==> src/common/ifs_pkg.sv <==
// Behaviour
// - Status bit 2 is high while the transmit queue is full, clears by itself otherwise, resets to zero.
// - A processor write into the already full transmit queue sets the overrun flag at bit 3.
// - On an overrun the written word is dropped; the words already queued stay intact and still leave in order.
// - The overrun flag stays set until software writes a one to its bit of the interrupt clear register.
// - Status bit 4 is high while the receive queue is empty, resets to one, clears once it holds data.
// - Status bit 5 is high while the receive entry count is at or above the programmed threshold.
// - Status bit 6 is high while the receive queue is full, resets to zero, clears once data is read.
package ifs_pkg;

    ////////////////////////////////////////////////////////////////////////////////
    // Queue geometry
    localparam int unsigned DATA_W = 8;
    localparam int unsigned DEPTH = 8;
    localparam int unsigned PTR_W = 3;
    localparam int unsigned CNT_W = 4;
    localparam logic [CNT_W-1:0] CNT_FULL = 4'h8;
    localparam logic [CNT_W-1:0] CNT_ZERO = 4'h0;
    localparam logic [CNT_W-1:0] CNT_ONE = 4'h1;
    localparam logic [PTR_W-1:0] PTR_ONE = 3'h1;
    localparam logic [PTR_W-1:0] PTR_ZERO = 3'h0;

    ////////////////////////////////////////////////////////////////////////////////
    // Register byte offsets
    localparam logic [7:0] OFF_CTRL = 8'h00;
    localparam logic [7:0] OFF_RX_THR = 8'h0C;
    localparam logic [7:0] OFF_TX_DATA = 8'h10;
    localparam logic [7:0] OFF_RX_DATA = 8'h18;
    localparam logic [7:0] OFF_RAW = 8'h30;
    localparam logic [7:0] OFF_MASK = 8'h34;
    localparam logic [7:0] OFF_EVENT = 8'h38;
    localparam logic [7:0] OFF_CLEAR = 8'h3C;

    ////////////////////////////////////////////////////////////////////////////////
    // Field positions and reset values
    localparam int unsigned BIT_FLUSH = 0;
    localparam int unsigned BIT_TX_FULL = 2;
    localparam int unsigned BIT_TXOVR = 3;
    localparam int unsigned BIT_RX_EMPTY = 4;
    localparam int unsigned BIT_RXNF = 5;
    localparam int unsigned BIT_RX_FULL = 6;
    localparam int unsigned THR_W = 4;
    localparam logic [THR_W-1:0] THR_RST = 4'h4;
    localparam logic [31:0] FLAG_FIELDS = 32'h0000_007C;
    localparam logic [31:0] WORD_ZERO = 32'h0000_0000;

    typedef enum logic [1:0] {
        PH_IDLE = 2'b01,
        PH_ANSWER = 2'b10
    } ifs_apb_phase_t;

endpackage

==> src/hdl/ifs_fifo_flags.sv <==
`timescale 1ns/10ps
module ifs_fifo_flags import ifs_pkg::*; (
    // Clock and reset
    input wire logic clk,
    input wire logic resetn,
    // APB slave
    input wire logic psel,
    input wire logic penable,
    input wire logic pwrite,
    input wire logic [7:0] paddr,
    input wire logic [31:0] pwdata,
    output logic [31:0] prdata,
    output logic pready,
    output logic pslverr,
    // Protocol engine, transmit side
    input wire logic tx_pop,
    output logic [DATA_W-1:0] tx_byte,
    output logic tx_byte_valid,
    // Protocol engine, receive side
    input wire logic rx_push,
    input wire logic [DATA_W-1:0] rx_byte,
    // Interrupt
    output logic irq
);

    ////////////////////////////////////////////////////////////////////////////////
    // Decoding helpers
    function automatic logic hit(input logic [7:0] addr, input logic [7:0] off);
        return addr == off;
    endfunction

    function automatic logic [CNT_W-1:0] cnt_next(input logic [CNT_W-1:0] cnt,
                                                  input logic inc, input logic dec);
        logic [CNT_W-1:0] res;
        res = cnt;
        if (inc && !dec) begin
            res = cnt + CNT_ONE;
        end else if (dec && !inc) begin
            res = cnt - CNT_ONE;
        end
        return res;
    endfunction

    ////////////////////////////////////////////////////////////////////////////////
    // State
    ifs_apb_phase_t phase_q;
    logic [31:0] prdata_q;
    logic pready_q;
    logic pslverr_q;
    logic [DATA_W-1:0] tx_mem_q [DEPTH];
    logic [DATA_W-1:0] rx_mem_q [DEPTH];
    logic [PTR_W-1:0] tx_wp_q;
    logic [PTR_W-1:0] tx_rp_q;
    logic [CNT_W-1:0] tx_cnt_q;
    logic [PTR_W-1:0] rx_wp_q;
    logic [PTR_W-1:0] rx_rp_q;
    logic [CNT_W-1:0] rx_cnt_q;
    logic [THR_W-1:0] thr_q;
    logic [31:0] mask_q;
    logic [31:0] evt_q;
    logic tx_full_flag_q;
    logic ovr_q;
    logic rx_empty_flag_q;
    logic rxnf_q;
    logic rx_full_flag_q;
    logic [DATA_W-1:0] tx_byte_q;
    logic tx_byte_valid_q;
    logic irq_q;

    ////////////////////////////////////////////////////////////////////////////////
    // Bus phase decode
    wire setup = psel & ~penable & (phase_q == PH_IDLE);
    wire done = psel & penable & pready_q;
    wire wr_done = done & pwrite;
    wire rd_done = done & ~pwrite;
    wire hit_ctrl = hit(paddr, OFF_CTRL);
    wire hit_thr = hit(paddr, OFF_RX_THR);
    wire hit_txd = hit(paddr, OFF_TX_DATA);
    wire hit_rxd = hit(paddr, OFF_RX_DATA);
    wire hit_raw = hit(paddr, OFF_RAW);
    wire hit_mask = hit(paddr, OFF_MASK);
    wire hit_evt = hit(paddr, OFF_EVENT);
    wire hit_clear = hit(paddr, OFF_CLEAR);
    wire mapped = hit_ctrl | hit_thr | hit_txd | hit_rxd | hit_raw | hit_mask | hit_evt
                  | hit_clear;

    ////////////////////////////////////////////////////////////////////////////////
    // Transmit queue control
    wire tx_full = (tx_cnt_q == CNT_FULL);
    wire tx_empty = (tx_cnt_q == CNT_ZERO);
    wire tx_wr = wr_done & hit_txd;
    wire flush = wr_done & hit_ctrl & pwdata[BIT_FLUSH];
    // A write into a full queue is dropped; only the overrun flag records it
    wire tx_accept = tx_wr & ~tx_full;
    wire ovr_set = tx_wr & tx_full;
    wire ovr_clr = wr_done & hit_clear & pwdata[BIT_TXOVR];
    // Flush beats a simultaneous engine pull, so no byte leaves a discarded queue
    wire tx_take = tx_pop & ~tx_empty & ~flush;
    wire [CNT_W-1:0] tx_cnt_d = flush ? CNT_ZERO : cnt_next(tx_cnt_q, tx_accept, tx_take);
    wire [PTR_W-1:0] tx_wp_d = flush ? PTR_ZERO : (tx_accept ? tx_wp_q + PTR_ONE : tx_wp_q);
    wire [PTR_W-1:0] tx_rp_d = flush ? PTR_ZERO : (tx_take ? tx_rp_q + PTR_ONE : tx_rp_q);

    ////////////////////////////////////////////////////////////////////////////////
    // Receive queue control
    wire rx_full = (rx_cnt_q == CNT_FULL);
    wire rx_empty = (rx_cnt_q == CNT_ZERO);
    // Bytes arriving at a full queue are lost; the engine should watch the full flag
    wire rx_accept = rx_push & ~rx_full;
    wire rx_rd = rd_done & hit_rxd & ~rx_empty;
    wire [CNT_W-1:0] rx_cnt_d = cnt_next(rx_cnt_q, rx_accept, rx_rd);
    wire [PTR_W-1:0] rx_wp_d = rx_accept ? rx_wp_q + PTR_ONE : rx_wp_q;
    wire [PTR_W-1:0] rx_rp_d = rx_rd ? rx_rp_q + PTR_ONE : rx_rp_q;
    wire [THR_W-1:0] thr_d = (wr_done & hit_thr) ? pwdata[THR_W-1:0] : thr_q;

    ////////////////////////////////////////////////////////////////////////////////
    // Flag next values, from queue occupancy, the receive threshold and the overrun set and clear, never from the mask
    wire tx_full_flag_d = (tx_cnt_d == CNT_FULL);
    wire ovr_d = ovr_set | (ovr_q & ~ovr_clr);
    wire rx_empty_flag_d = (rx_cnt_d == CNT_ZERO);
    wire rxnf_d = (rx_cnt_d >= CNT_W'(thr_d));
    wire rx_full_flag_d = (rx_cnt_d == CNT_FULL);

    logic [31:0] raw_word;
    logic [31:0] raw_next;
    always_comb begin
        raw_word = WORD_ZERO;
        raw_word[BIT_TX_FULL] = tx_full_flag_q;
        raw_word[BIT_TXOVR] = ovr_q;
        raw_word[BIT_RX_EMPTY] = rx_empty_flag_q;
        raw_word[BIT_RXNF] = rxnf_q;
        raw_word[BIT_RX_FULL] = rx_full_flag_q;
        raw_next = WORD_ZERO;
        raw_next[BIT_TX_FULL] = tx_full_flag_d;
        raw_next[BIT_TXOVR] = ovr_d;
        raw_next[BIT_RX_EMPTY] = rx_empty_flag_d;
        raw_next[BIT_RXNF] = rxnf_d;
        raw_next[BIT_RX_FULL] = rx_full_flag_d;
    end

    ////////////////////////////////////////////////////////////////////////////////
    // Events and interrupt
    // A flag rising in the same cycle as the clearing read stays latched
    wire [31:0] evt_rise = raw_next & ~raw_word & FLAG_FIELDS;
    wire [31:0] evt_clr = (rd_done & hit_evt) ? prdata_q : WORD_ZERO;
    wire [31:0] evt_d = (evt_q & ~evt_clr) | evt_rise;
    wire [31:0] mask_d = (wr_done & hit_mask) ? (pwdata & FLAG_FIELDS) : mask_q;
    wire irq_d = |(evt_d & mask_d);

    ////////////////////////////////////////////////////////////////////////////////
    // Read data select, captured in the setup cycle
    wire [31:0] rx_head = {{(32 - DATA_W){1'b0}}, rx_mem_q[rx_rp_q]};
    wire [31:0] rdata = hit_raw ? raw_word :
                        hit_mask ? mask_q :
                        hit_evt ? evt_q :
                        hit_thr ? {{(32 - THR_W){1'b0}}, thr_q} :
                        hit_rxd ? (rx_empty ? WORD_ZERO : rx_head) :
                        WORD_ZERO;

    ////////////////////////////////////////////////////////////////////////////////
    // APB answer: no wait state, pready high in the first access cycle
    always_ff @(posedge clk or negedge resetn) begin
        if (!resetn) begin
            phase_q <= PH_IDLE;
            pready_q <= 1'b0;
            pslverr_q <= 1'b0;
            prdata_q <= WORD_ZERO;
        end else begin
            case (phase_q)
                PH_IDLE: begin
                    if (setup) begin
                        phase_q <= PH_ANSWER;
                        pready_q <= 1'b1;
                        pslverr_q <= ~mapped;
                        prdata_q <= pwrite ? WORD_ZERO : rdata;
                    end
                end
                PH_ANSWER: begin
                    phase_q <= PH_IDLE;
                    pready_q <= 1'b0;
                    pslverr_q <= 1'b0;
                end
                default: begin
                    phase_q <= PH_IDLE;
                    pready_q <= 1'b0;
                    pslverr_q <= 1'b0;
                end
            endcase
        end
    end

    ////////////////////////////////////////////////////////////////////////////////
    // Queue storage
    for (genvar i = 0; i < DEPTH; i++) begin : g_mem
        always_ff @(posedge clk or negedge resetn) begin
            if (!resetn) begin
                tx_mem_q[i] <= '0;
                rx_mem_q[i] <= '0;
            end else begin
                if (tx_accept && tx_wp_q == PTR_W'(i)) begin
                    tx_mem_q[i] <= pwdata[DATA_W-1:0];
                end
                if (rx_accept && rx_wp_q == PTR_W'(i)) begin
                    rx_mem_q[i] <= rx_byte;
                end
            end
        end
    end

    ////////////////////////////////////////////////////////////////////////////////
    // Pointers, counts, flags, registers
    always_ff @(posedge clk or negedge resetn) begin
        if (!resetn) begin
            tx_wp_q <= PTR_ZERO;
            tx_rp_q <= PTR_ZERO;
            tx_cnt_q <= CNT_ZERO;
            rx_wp_q <= PTR_ZERO;
            rx_rp_q <= PTR_ZERO;
            rx_cnt_q <= CNT_ZERO;
            thr_q <= THR_RST;
            mask_q <= WORD_ZERO;
            evt_q <= WORD_ZERO;
            irq_q <= 1'b0;
        end else begin
            tx_wp_q <= tx_wp_d;
            tx_rp_q <= tx_rp_d;
            tx_cnt_q <= tx_cnt_d;
            rx_wp_q <= rx_wp_d;
            rx_rp_q <= rx_rp_d;
            rx_cnt_q <= rx_cnt_d;
            thr_q <= thr_d;
            mask_q <= mask_d;
            evt_q <= evt_d;
            irq_q <= irq_d;
        end
    end

    always_ff @(posedge clk or negedge resetn) begin
        if (!resetn) begin
            tx_full_flag_q <= 1'b0;
            ovr_q <= 1'b0;
            rx_empty_flag_q <= 1'b1;
            rxnf_q <= 1'b0;
            rx_full_flag_q <= 1'b0;
        end else begin
            tx_full_flag_q <= tx_full_flag_d;
            ovr_q <= ovr_d;
            rx_empty_flag_q <= rx_empty_flag_d;
            rxnf_q <= rxnf_d;
            rx_full_flag_q <= rx_full_flag_d;
        end
    end

    always_ff @(posedge clk or negedge resetn) begin
        if (!resetn) begin
            tx_byte_q <= '0;
            tx_byte_valid_q <= 1'b0;
        end else begin
            tx_byte_valid_q <= tx_take;
            if (tx_take) begin
                tx_byte_q <= tx_mem_q[tx_rp_q];
            end
        end
    end

    assign prdata = prdata_q;
    assign pready = pready_q;
    assign pslverr = pslverr_q;
    assign tx_byte = tx_byte_q;
    assign tx_byte_valid = tx_byte_valid_q;
    assign irq = irq_q;
endmodule // ifs_fifo_flags

==> config.mk <==
export PLATFORM = sky130hd
export DESIGN_NAME = ifs_fifo_flags
export DESIGN_NICKNAME = d
export VERILOG_FILES = /design/src/common/ifs_pkg.sv /design/src/hdl/ifs_fifo_flags.sv
export SDC_FILE = /design/constraint.sdc
export NUM_CORES = 1
export LEC_CHECK = 0
export BUFFER_PORTS_ARGS = -buffer_cell sky130_fd_sc_hd__buf_4
export CELL_PAD_IN_SITES_DETAIL_PLACEMENT = 0
export CELL_PAD_IN_SITES_GLOBAL_PLACEMENT = 1
export CORE_ASPECT_RATIO = 0.7
export CORE_UTILIZATION = 44
export CTS_BUF_LIST = sky130_fd_sc_hd__clkbuf_16
export CTS_CLUSTER_DIAMETER = 50
export DETAILED_ROUTE_END_ITERATION = 6
export GPL_TIMING_DRIVEN = 0
export PLACE_DENSITY_LB_ADDON = 0.1
export REMOVE_ABC_BUFFERS = 1
export SYNTH_ARGS = -nofsm -noshare
export SYNTH_HDL_FRONTEND = slang
export SYNTH_SLANG_ARGS = --single-unit
==> constraint.sdc <==
create_clock -name clk -period 3.3 [get_ports clk]
set_input_delay 0.33 -clock clk [delete_from_list [all_inputs] [get_ports clk]]
set_output_delay 0.33 -clock clk [all_outputs]
set_load 0.005 [all_outputs]
==> results_dict.tcl <==
set metrics [dict create \
    hold_violations 0 \
    avgSynthCellArea_um2 12.3 \
    multi_input_area_um2 5340 \
    h-tree-depth 1 \
    required_ns 3.75 \
    synthCells 997 \
    syn2layout_area_growth_pct 16.8 \
    layout.cells.non_filler 1455 \
    cpMaxStageDelayCell "or4_4" \
    wire_per_inst_um 20.7 \
    via_count 8127 \
    gp_congestion 0.760 \
    synthFlopType "dfrtp_1" \
    rr_worst_depth 11 \
    worstHoldStart "rx_byte[6]" \
    ys_seq_elements 266 \
    max-slew-margin-rel_pct 23.3 \
    tritoncts "built" \
    critical_path_arrival_ns 3.59 \
    hold_path_depth 2 \
    holdCritPathClass "in2reg" \
    synth_area_leaders "dfrtp_1 (54%), mux2_2 (12%), mux4_2 (5.9%)" \
    synth_area_um2 12200 \
    r2r_end "evt_q[5]" \
    root_buffer "clkbuf_16" \
    port_buffers 74 \
    tightestPinTransition_ns 1.15 \
    clock_sinks 266 \
    clkLatencyLatePin_ns 0.56 \
    worstSetupPathType "reg2reg" \
    rsz0062_at_grt "false" \
    grt_first_pass_wirelength_um 48500 \
    cap_violations 0 \
    final_nets 1143 \
    r2r_slack_ns 0.15 \
    routed_wl_um 30200 \
    fill_cells 2395 \
    grt_overflow_total 0 \
    drc 0 \
    synth_edf_count 0 \
    power.density_nw_per_um2 650 \
    outcome "complete, no violations" \
    setup_viol 0 \
    grt_pass1_vias 8140 \
    drive_gt1_share_pct 29.4 \
    critPathLaunchType "flop" \
    cpPeakStageDelay_ns 0.65 \
    route.top_layer_used "met4" \
    fin_crit_ns 3.15 \
    clock.fmax_ghz 0.318 \
    cts.path.max_buffers 3 \
    critPathMaxFanout 7 \
    yosysTopAreaCellShare_pct 53.8 \
    skew_ns 0.00937 \
    clkTransAtPathRegs_ns 0.06 \
    grt_max_degree 113 \
    route.met3.wl_um 1150 \
    ir_drop_uv 439 \
    antenna_found_initial 0 \
    setup.worst_path.end_class "flop" \
    cts_buffers 31 \
    viasPerCell 5.59 \
    dp_hpwl_um 19400 \
    maxSlewViolCount 0 \
    grtUsageTotal_pct 22.0 \
    fin_util_pct 52.9 \
    fin_crit_sh_pct 95.4 \
    seq_area_frac_synth_pct 54.4 \
    async_flop_share_pct 100 \
    drt_iter0_drc 491 \
    drt-met1-wl_um 15700 \
    rows 50 \
    drtAntennaViolNets 0 \
    leakage_nw 6.57 \
    die_y_um 142 \
    synth_warnings 0 \
    synth_cell_type_count 64 \
    whs_endpoint "rx_mem_q[30]" \
    die_w_um 201 \
    diodes 0 \
    yosys.area.top_type "dfrtp_1" \
    initial_core_util_pct 45.3 \
    ioPinCount 99 \
    first_pass_iters 5 \
    core_um2 27000 \
    dp_cells 1389 \
    seqCellArea_um2 6660 \
    die_area_um2 28500 \
    wl_met2_um 12900 \
    r2r-start "phase_q[1]" \
    crit_chain "nand4b_1 -> or4_4 -> nor2_4 -> inv_1 -> o211ai_1 -> o21ai_1 -> ha_1 -> a21boi_0 -> o221a_1 -> or3_4 -> a22o_1" \
]
-- power by group --
group	switching [mW]	internal, mW	leakage, nW
clock	1.42	1.88	0.490
combinational	0.775	0.975	2.56
sequential	0.454	3.78	3.53
-- critical path: cells and delay by family (launching register included) --
kind / cells / cell delay [ns]
AO/OA/AOI/OAI: 5 / 0.78
adder cells (fa/ha/maj): 1 / 0.30
buffers and inverters: 1 / 0.06
flip-flops: 1 / 0.44
AND/OR/NAND/NOR: 4 / 1.45
-- sequential cells by signal, indices dropped and copies added, names as in the netlist, 2 cells and up --
| name | flops |
|---|---|
| rx_mem_q | 64 |
| tx_mem_q | 64 |
| evt_q | 32 |
| mask_q | 32 |
| prdata | 32 |
| tx_byte | 8 |
| rx_cnt_q | 4 |
| thr_q | 4 |
| tx_cnt_q | 4 |
| rx_rp_q | 3 |
| rx_wp_q | 3 |
| tx_rp_q | 3 |
| tx_wp_q | 3 |
| phase_q | 2 |
-- worst max path at each step --
stage | startpoint | to | depth (start not counted)
floorplan | paddr[1] | irq | 7
global placement | paddr[2] | irq | 8
detailed placement | pwrite | irq | 8
CTS | rx_cnt_q[1] | evt_q[5] | 13
global route | rx_cnt_q[0] | evt_q[5] | 12
finish | phase_q[1] | evt_q[5] | 11
-- per-layer routing --
metal / up-vias / track usage, %
met4: 0 / 4.11
li1: 3810 / -
met3: 32 / 3.45
met1: 4148 / 35.3
met5: - / 0
met2: 137 / 31.3
-- final cells by class --
class	instances	share of cell area (%)
repair buffers	90	5.29
clock buffers	31	5.43
flip-flops and latches	266	46.6
well taps	364	3.19
multi-input cells	651	37.4
clock inverters	26	1.38
inverters	27	0.709
-- repair_timing --
item / CTS / global route
endpoints found under the hold margin: 58 / 0
setup endpoints to repair: 3 / 2
setup buffers: 1 / 6
gates resized for setup: 12 / 3
hold buffers: 1 / 0
gates cloned: 0 / 0
pin swaps: 2 / 2
-- cells by family after synthesis --
group | after synthesis | share of synthesized area [%]
flops | 266 | 54.4
simple gates | 260 | 10.9
mux | 181 | 19.4
compound gates | 179 | 9.90
buf+inv | 80 | 2.47
fa+ha+maj | 21 | 2.15
xor+xnor | 10 | 0.716
-- synthesized netlist by cell type (16+ instances only) --
cell,instances
a21boi_0,28
mux4_2,32
nand4_1,18
mux2i_1,17
nand2_1,106
inv_1,27
and2_1,37
o21ai_0,53
ha_1,21
mux2_2,132
nor2_1,31
a22oi_1,31
dfrtp_1,263
a21oi_1,16
clkbuf_1,45
-- stage by stage --
| step | setup slack (ns) | TNS [ns] | instance area (um^2) | total power, mW | hold WS (ns) |
|---|---|---|---|---|---|
| detailed placement | -1.02 | -2.44 | 13200 | 6.02 | 0.295 |
| global placement | -2.20 | -242.16 | 13000 | 5.94 | 0.460 |
| CTS | 0.0481 | 0 | 14200 | 9.37 | 0.0456 |
| finish | 0.153 | 0 | 14300 | 9.29 | 0.0630 |
| floorplan | -0.0428 | -0.0522 | 12000 | 5.41 | 0.0344 |
| global route | 0.0216 | 0 | 14300 | 9.78 | 0.0497 |
-- layout by cell type (no fill, tap or decap), types with 3 or more instances in the layout --
cell,instances
dfrtp_1,262
mux2_2,132
nand2_1,106
buf_4,82
o21ai_0,52
and2_1,36
mux4_2,32
inv_1,31
a22oi_1,31
clkbuf_16,31
nor2_1,30
a21boi_0,28
ha_1,20
nand4_1,18
mux2i_1,17
a21oi_1,16
nand3_1,15
and4_1,9
clkinv_1,8
nor3_1,7
xnor2_1,7
o41ai_1,6
or4_1,5
o22ai_1,5
buf_8,5
nand2b_1,4
o31ai_1,4
a41oi_1,4
clkinv_2,4
and3_1,3
o21a_1,3
a31o_2,3
nor4_1,3
a211oi_1,3
inv_6,3
dfstp_2,3
Power figures use the tool's default switching activity.
